### src/flash_self_program_defines.vh
// Constants for the flash self-programming controller
`ifndef FLASH_SELF_PROGRAM_DEFINES_VH
`define FLASH_SELF_PROGRAM_DEFINES_VH

// ==========================================================
// Register indices on the core access port
`define REG_IDX_CONTROL 2'h0
`define REG_IDX_KEY 2'h1
`define REG_IDX_ADDR_UPPER 2'h2
`define REG_IDX_ADDR_LOWER 2'h3

// ==========================================================
// Control register fields
`define CTL_START_BIT 15
`define CTL_ENABLE_BIT 14
`define CTL_ERROR_BIT 13
`define CTL_OP_MSB 3
`define CTL_OP_LSB 0
`define CTL_RESET 16'h0000
`define OP_PROGRAM_PAIR 4'h1
`define OP_ERASE_PAGE 4'h3

// ==========================================================
// Unlock key values
`define KEY_FIRST 16'h0055
`define KEY_SECOND 16'h00aa

// ==========================================================
// Address layout and program alignment
`define ADDR_UPPER_MSB 23
`define ADDR_UPPER_LSB 16
`define ADDR_LOWER_MSB 15
`define ADDR_RESET 24'h000000
`define PROG_ALIGN_MASK 24'h000003
`define PROG_ALIGN_VAL 24'h000002

// ==========================================================
// Timing: least times in ns, cycle counts rounded up
`define CLK_PERIOD_NS 50
`define PAGE_ERASE_NS 17700000
`define WORD_WRITE_NS 41700
`define PAGE_ERASE_CYC ((`PAGE_ERASE_NS + `CLK_PERIOD_NS - 1) / `CLK_PERIOD_NS)
`define WORD_WRITE_CYC ((`WORD_WRITE_NS + `CLK_PERIOD_NS - 1) / `CLK_PERIOD_NS)

`endif
### src/flash_op_timer.v
// Down-counter that times one flash erase or program operation
`default_nettype none

module flash_op_timer #(
  parameter integer CNT_W = 32
) (
  // Clock and reset
  input wire CLK,
  input wire RST,
  // Control
  input wire load,
  input wire [CNT_W-1:0] load_val,
  // Status
  output reg running,
  output reg done
);

  reg [CNT_W-1:0] cnt_r;

  // ==========================================================
  // Countdown; done pulses once as the count expires
  always @(posedge CLK) begin
    if (RST) begin
      cnt_r <= {CNT_W{1'b0}};
      running <= 1'b0;
      done <= 1'b0;
    end else begin
      done <= 1'b0;
      if (load) begin
        cnt_r <= load_val;
        running <= 1'b1;
      end else if (running) begin
        if (cnt_r <= {{(CNT_W-1){1'b0}}, 1'b1}) begin
          running <= 1'b0;
          done <= 1'b1;
        end else begin
          cnt_r <= cnt_r - {{(CNT_W-1){1'b0}}, 1'b1};
        end
      end
    end
  end

endmodule
`default_nettype wire

### src/flash_self_program_control.v
// Flash self-programming controller: registers, unlock key and operation sequencing
//
// Behaviour
// (RQ1) Four registers: control, unlock key, upper address, lower address.
// (RQ2) Control register enables and starts erase and program operations.
// (RQ3) Key register is write-only, used only as write protection.
// (RQ4) Writes 0x55 then 0xAA to key must precede a start.
// (RQ5) Both address registers concatenate into a 24-bit effective address.
// (RQ6) Upper register holds address bits 23:16; lower holds bits 15:0.
// (RQ7) Start bit begins operation; hardware clears it at completion.
// (RQ8) Processor is stalled while an operation is in progress.
// (RQ9) Program writes two adjacent words, only on every other word boundary.
// (RQ10) Erase clears one page chosen by the effective address.
// (RQ11) A wrong value or intervening write breaks unlock; no operation starts.
`include "flash_self_program_defines.vh"
`default_nettype none

module flash_self_program_control #(
  parameter integer ERASE_CYCLES = `PAGE_ERASE_CYC,
  parameter integer PROG_CYCLES = `WORD_WRITE_CYC,
  parameter integer CNT_W = 32
) (
  // Clock and reset
  input wire CLK,
  input wire RST,
  // Core register access
  input wire [1:0] REG_SEL,
  input wire REG_WR,
  input wire REG_RD,
  input wire [15:0] REG_WDATA,
  output reg [15:0] REG_RDATA,
  // Core stall
  output reg CPU_STALL,
  // Flash array control
  output reg [23:0] FLASH_ADDR,
  output reg FLASH_ERASE_STB,
  output reg FLASH_PROG_STB,
  output reg FLASH_OP_DONE
);

  // ==========================================================
  // Unlock key states
  localparam [1:0] KEY_IDLE = 2'b00;
  localparam [1:0] KEY_HALF = 2'b01;
  localparam [1:0] KEY_ARMED = 2'b10;

  // Reset value of the address registers, taken apart by halves
  localparam [23:0] ADDR_RST = `ADDR_RESET;

  reg [1:0] key_r;
  reg [1:0] key_nxt;
  reg start_r;
  reg enable_r;
  reg error_r;
  reg [3:0] op_r;
  reg [7:0] addr_upper_r;
  reg [15:0] addr_lower_r;
  reg busy_r;
  reg timer_load;
  reg [CNT_W-1:0] timer_val;
  wire timer_running;
  wire timer_done;
  wire [23:0] eff_addr;
  wire ctl_wr;
  wire key_wr;
  wire start_req;
  wire op_is_erase;
  wire op_is_prog;
  wire prog_aligned;
  wire go;

  // ==========================================================
  // Effective address and decode
  assign eff_addr = {addr_upper_r, addr_lower_r}; // RQ5 RQ6
  assign ctl_wr = REG_WR && (REG_SEL == `REG_IDX_CONTROL);
  assign key_wr = REG_WR && (REG_SEL == `REG_IDX_KEY);
  assign start_req = ctl_wr && REG_WDATA[`CTL_START_BIT] && REG_WDATA[`CTL_ENABLE_BIT]
    && !busy_r; // RQ2
  assign op_is_erase = REG_WDATA[`CTL_OP_MSB:`CTL_OP_LSB] == `OP_ERASE_PAGE;
  assign op_is_prog = REG_WDATA[`CTL_OP_MSB:`CTL_OP_LSB] == `OP_PROGRAM_PAIR;
  assign prog_aligned = (eff_addr & `PROG_ALIGN_MASK) == `PROG_ALIGN_VAL; // RQ9
  // Start only when armed and the request is valid
  assign go = start_req && (key_r == KEY_ARMED)
    && (op_is_erase || (op_is_prog && prog_aligned)); // RQ4 RQ11

  // ==========================================================
  // Key sequence: any other write breaks it
  always @* begin
    key_nxt = KEY_IDLE;
    case (key_r)
      KEY_IDLE: begin
        if (key_wr && REG_WDATA == `KEY_FIRST) key_nxt = KEY_HALF; // RQ4
        else key_nxt = KEY_IDLE;
      end
      KEY_HALF: begin
        if (key_wr && REG_WDATA == `KEY_SECOND) key_nxt = KEY_ARMED; // RQ4
        else if (key_wr && REG_WDATA == `KEY_FIRST) key_nxt = KEY_HALF;
        else if (REG_WR) key_nxt = KEY_IDLE; // RQ11
        else key_nxt = KEY_HALF;
      end
      KEY_ARMED: begin
        if (key_wr && REG_WDATA == `KEY_FIRST) key_nxt = KEY_HALF;
        else if (REG_WR) key_nxt = KEY_IDLE; // RQ11
        else key_nxt = KEY_ARMED;
      end
      default: key_nxt = KEY_IDLE;
    endcase
  end

  // Key state register
  always @(posedge CLK) begin
    if (RST) begin
      key_r <= KEY_IDLE;
    end else begin
      key_r <= key_nxt;
    end
  end

  // ==========================================================
  // Upper address half; writes are refused while an operation runs
  always @(posedge CLK) begin
    if (RST) addr_upper_r <= ADDR_RST[`ADDR_UPPER_MSB:`ADDR_UPPER_LSB];
    else if (REG_WR && !busy_r && (REG_SEL == `REG_IDX_ADDR_UPPER)) begin
      addr_upper_r <= REG_WDATA[7:0]; // RQ6
    end
  end

  // Lower address half, same refusal while busy
  always @(posedge CLK) begin
    if (RST) addr_lower_r <= ADDR_RST[`ADDR_LOWER_MSB:0];
    else if (REG_WR && !busy_r && (REG_SEL == `REG_IDX_ADDR_LOWER)) begin
      addr_lower_r <= REG_WDATA; // RQ6
    end
  end

  // ==========================================================
  // Control register and operation sequencing
  always @(posedge CLK) begin
    if (RST) begin
      start_r <= 1'b0;
      enable_r <= 1'b0;
      error_r <= 1'b0;
      op_r <= 4'h0;
      busy_r <= 1'b0;
      FLASH_ADDR <= `ADDR_RESET;
      FLASH_ERASE_STB <= 1'b0;
      FLASH_PROG_STB <= 1'b0;
      FLASH_OP_DONE <= 1'b0;
    end else begin
      FLASH_ERASE_STB <= 1'b0;
      FLASH_PROG_STB <= 1'b0;
      FLASH_OP_DONE <= 1'b0;
      if (busy_r) begin
        if (timer_done && !timer_running) begin
          busy_r <= 1'b0;
          start_r <= 1'b0; // RQ7
          FLASH_OP_DONE <= 1'b1;
        end
      end else if (ctl_wr) begin
        enable_r <= REG_WDATA[`CTL_ENABLE_BIT]; // RQ2
        op_r <= REG_WDATA[`CTL_OP_MSB:`CTL_OP_LSB];
        if (go) begin
          start_r <= 1'b1; // RQ7
          busy_r <= 1'b1;
          error_r <= 1'b0;
          FLASH_ADDR <= eff_addr; // RQ5
          FLASH_ERASE_STB <= op_is_erase; // RQ10
          FLASH_PROG_STB <= op_is_prog; // RQ9
        end else if (start_req) begin
          error_r <= 1'b1; // RQ11
        end else if (!REG_WDATA[`CTL_ERROR_BIT]) begin
          error_r <= 1'b0;
        end
      end
    end
  end

  // ==========================================================
  // Operation timer load
  always @* begin
    timer_load = go;
    if (op_is_erase) timer_val = ERASE_CYCLES[CNT_W-1:0];
    else timer_val = PROG_CYCLES[CNT_W-1:0];
  end

  flash_op_timer #(
    .CNT_W(CNT_W)
  ) u_timer (
    .CLK(CLK),
    .RST(RST),
    .load(timer_load),
    .load_val(timer_val),
    .running(timer_running),
    .done(timer_done)
  );

  // ==========================================================
  // Processor stall while an operation runs
  always @(posedge CLK) begin
    if (RST) begin
      CPU_STALL <= 1'b0;
    end else begin
      CPU_STALL <= go || (busy_r && !timer_done); // RQ8
    end
  end

  // ==========================================================
  // Read-back; key register reads zero
  always @(posedge CLK) begin
    if (RST) begin
      REG_RDATA <= 16'h0000;
    end else if (REG_RD) begin
      case (REG_SEL)
        `REG_IDX_CONTROL: REG_RDATA <= {start_r, enable_r, error_r, 9'h000, op_r}; // RQ2
        `REG_IDX_KEY: REG_RDATA <= 16'h0000; // RQ3
        `REG_IDX_ADDR_UPPER: REG_RDATA <= {8'h00, addr_upper_r}; // RQ1
        `REG_IDX_ADDR_LOWER: REG_RDATA <= addr_lower_r; // RQ1
        default: REG_RDATA <= 16'h0000;
      endcase
    end else begin
      REG_RDATA <= 16'h0000;
    end
  end

endmodule
`default_nettype wire

### config.mk
export PLATFORM = sky130hd
export DESIGN_NAME = flash_self_program_control
export DESIGN_NICKNAME = d
export VERILOG_FILES = /design/src/flash_op_timer.v /design/src/flash_self_program_control.v
export VERILOG_INCLUDE_DIRS = /design/src /design/src/src
export SDC_FILE = /design/constraint.sdc
export NUM_CORES = 1
export LEC_CHECK = 0
export BUFFER_PORTS_ARGS = -buffer_cell sky130_fd_sc_hd__buf_2
export CORE_ASPECT_RATIO = 1.1
export CORE_MARGIN = 2
export CORE_UTILIZATION = 35
export CTS_CLUSTER_DIAMETER = 30
export DETAILED_ROUTE_END_ITERATION = 7
export GPL_TIMING_DRIVEN = 0
export RECOVER_POWER = 100
export SETUP_SLACK_MARGIN = 0.02
export SYNTH_ARGS = -nofsm -noshare
export SYNTH_HDL_FRONTEND = slang
export SYNTH_HIERARCHICAL = 1
export SYNTH_SLANG_ARGS = --single-unit
### constraint.sdc
create_clock -name CLK -period 5.9 [get_ports CLK]
set_clock_uncertainty 0.2 [all_clocks]
set_input_delay 1.18 -clock CLK [delete_from_list [all_inputs] [get_ports CLK]]
set_output_delay 1.18 -clock CLK [all_outputs]
set_load 0.02 [all_outputs]
==> flow_metrics.tcl <==
set metrics [dict create \
    syn2layout_area_growth_pct 16.9 \
    synthTopCellsByArea "dfxtp_1, mux2i_1, nand2b_1" \
    dp_hpwl_um 10500 \
    fin_cells 878 \
    drt-total-wl_um 14400 \
    ys.flop_type "dfxtp_1" \
    synth-edff-count 0 \
    finalMaxSlewViolations 0 \
    drive_gt1_frac 0.0671 \
    cts_buffers 9 \
    hold_viol 0 \
    ant_nets 0 \
    worstHoldPathType "reg -> reg" \
    yosys_warnings 6 \
    die_y_um 131 \
    worstMarginPinSlew_ns 1.04 \
    worstSetupPathType "in -> reg" \
    hold_start "op_r[2]" \
    period_needed_ns 4.03 \
    tns_ns 0 \
    dr.first_iter.drc_count 337 \
    cp.arrival_ns 4.03 \
    rows 46 \
    die_x_um 120 \
    startpoint_type "input pin" \
    async_flop_share 0 \
    antenna_found_initial 0 \
    gp_congestion 0.865 \
    ys_seq_area_frac 0.435 \
    dpl.cell_count 862 \
    start_util 0.358 \
    drc_errors 0 \
    synth_cells 584 \
    fmax_mhz 248 \
    yosysTopAreaCellShare 0.435 \
    ys_ff_latch 112 \
    holdBufCountCts 0 \
    clock_sinks 112 \
    cp.required_ns 5.90 \
    reg2reg_from "busy_r" \
    grt_pass1_wl_um 23100 \
    port_buffers 64 \
    first_global_vias 4528 \
    clk_pin_slew_ns 0.07 \
    rsz0062_at_grt "no" \
    n_antenna_cell 0 \
    synth_largest_area_cell "dfxtp_1" \
    insertion_delay_ns 0.35 \
    post_dp_cell_area_um2 5800 \
    synth_cell_types 58 \
    fin_area_um2 6030 \
    powerDensity_nw_per_um2 245 \
    synthTopCellsByCount "dfxtp_1, nand2_1, nand2b_1, nor2_1, mux2i_1" \
    status "finished clean" \
    fin_crit_sh 0.683 \
    wire_per_inst_um 16.4 \
    crit_start "REG_SEL[0]" \
    vias 4670 \
    grt_overflow 0 \
    worst-path-max-fanout 10 \
    grt_use_total 0.184 \
    clock-root-buffer "clkbuf_16" \
    syn_area_um2 5150 \
    ios 66 \
    leakage_nw 2.07 \
    ir_drop_uv 126 \
    synth_most_common_cell "dfxtp_1" \
    grt_max_degree 20 \
    drt_pass1_iterations 5 \
    cts.path.max_buffers 2 \
    syn_avg_cell_area_um2 8.82 \
    post_cts_buffers 0 \
    cap_viol_max_count 0 \
    htree_num_levels 3 \
    die-area_um2 15700 \
    avgViaCountPerCell 5.32 \
    core-area_um2 14400 \
    cp-end-kind "flip-flop" \
    cts_tree "built" \
    setup_viol 0 \
    layout.nets 705 \
    cts_resized 0 \
    slew_headroom 0.294 \
]
## report_power, final
group          internal, mW  switching, mW  total [mW]
Sequential            0.762        0.00557       0.768
Combinational        0.0258         0.0487      0.0745
Clock                 0.337          0.296       0.633
Total                  1.12          0.350        1.48
## cell families after synthesis
logic type	synth area share
AO/OA/AOI/OAI	0.153
XOR/XNOR	0.00680
adder cells (fa/ha/maj)	0.00485
buffers and inverters	0.0432
flip-flops	0.435
multiplexers	0.0787
other	0.00146
AND/OR/NAND/NOR	0.277
## placed cells by master (no fill, tap or decap), types with 3 or more instances in the layout
| cell type | n |
|---|---|
| buf_2 | 21 |
| or2_2 | 3 |
| and2_1 | 3 |
| nor2_1 | 53 |
| dfxtp_1 | 112 |
| or4_1 | 16 |
| a21oi_1 | 31 |
| a31oi_1 | 6 |
| o31ai_1 | 12 |
| nor4bb_1 | 4 |
| nand4_1 | 7 |
| o311ai_0 | 4 |
| clkbuf_1 | 81 |
| conb_1 | 24 |
| inv_1 | 10 |
| o21ai_0 | 17 |
| clkbuf_16 | 9 |
| and3_1 | 6 |
| a211oi_1 | 3 |
| mux2_1 | 4 |
| nor4b_1 | 3 |
| nand2_1 | 56 |
| a311oi_1 | 17 |
| nor3_1 | 7 |
| nor4_1 | 8 |
| a22oi_1 | 7 |
| nand3_1 | 10 |
| or3_1 | 14 |
| mux2i_1 | 36 |
| and2_0 | 3 |
| nand4b_1 | 3 |
| nand2b_1 | 53 |
| xor2_1 | 3 |
## state kept, by name, indices dropped and copies added, names as in the netlist, 2 cells and up
name           cells
u_timer/cnt_r     32
FLASH_ADDR        24
REG_RDATA         16
addr_lower_r      16
addr_upper_r       8
op_r               4
key_r              2
## worst max-delay path, stage by stage
cell and delay [ns]:
clkbuf_1 0.15, or4b_1 0.51, clkbuf_1 0.24, a2111o_1 0.44, inv_1 0.18, clkbuf_1 0.44, clkbuf_1 0.48, o21ai_0 0.18
nand2_1 0.09, o311ai_0 0.14
## metal layers
layer | vias to the layer above | wire length (um) | GRT usage
met5 | - | 0 | 0
met4 | 0 | 176 | 0.0549
met3 | 16 | 812 | 0.0412
met2 | 153 | 7320 | 0.332
met1 | 2221 | 6120 | 0.214
li1 | 2280 | - | -
## cell type report
type | count | area [um2]
Tap cell | 192 | 240
Clock inverter | 6 | 73.8
Buffer | 39 | 165
Multi-Input combinational cell | 444 | 2770
Timing Repair Buffer | 64 | 263
Clock buffer | 10 | 229
Inverter | 11 | 41.3
Fill cell | 1467 | 8360
Sequential cell | 112 | 2240
## final timing paths
path | slack [ns] | depth (start not counted) | end
max reg2reg | 2.51 | 9 | u_timer/cnt_r[29]
min reg2reg | 0.26 | 2 | op_r[2]
max | 1.87 | 10 | u_timer/cnt_r[29]
min | 0.26 | 2 | op_r[2]
## stage by stage
stage | setup WS, ns | hold slack, ns | utilization | total power, mW
finish | 1.87 | 0.259 | 0.419 | 1.48
CTS | 2.03 | 0.262 | 0.424 | 1.49
floorplan | 2.37 | 0.237 | - | 0.829
global route | 1.68 | 0.279 | 0.419 | 1.52
detailed placement | 1.66 | 0.251 | 0.403 | 0.860
global placement | 1.67 | 0.245 | 0.403 | 0.859
(Power assumes the default switching activity.)
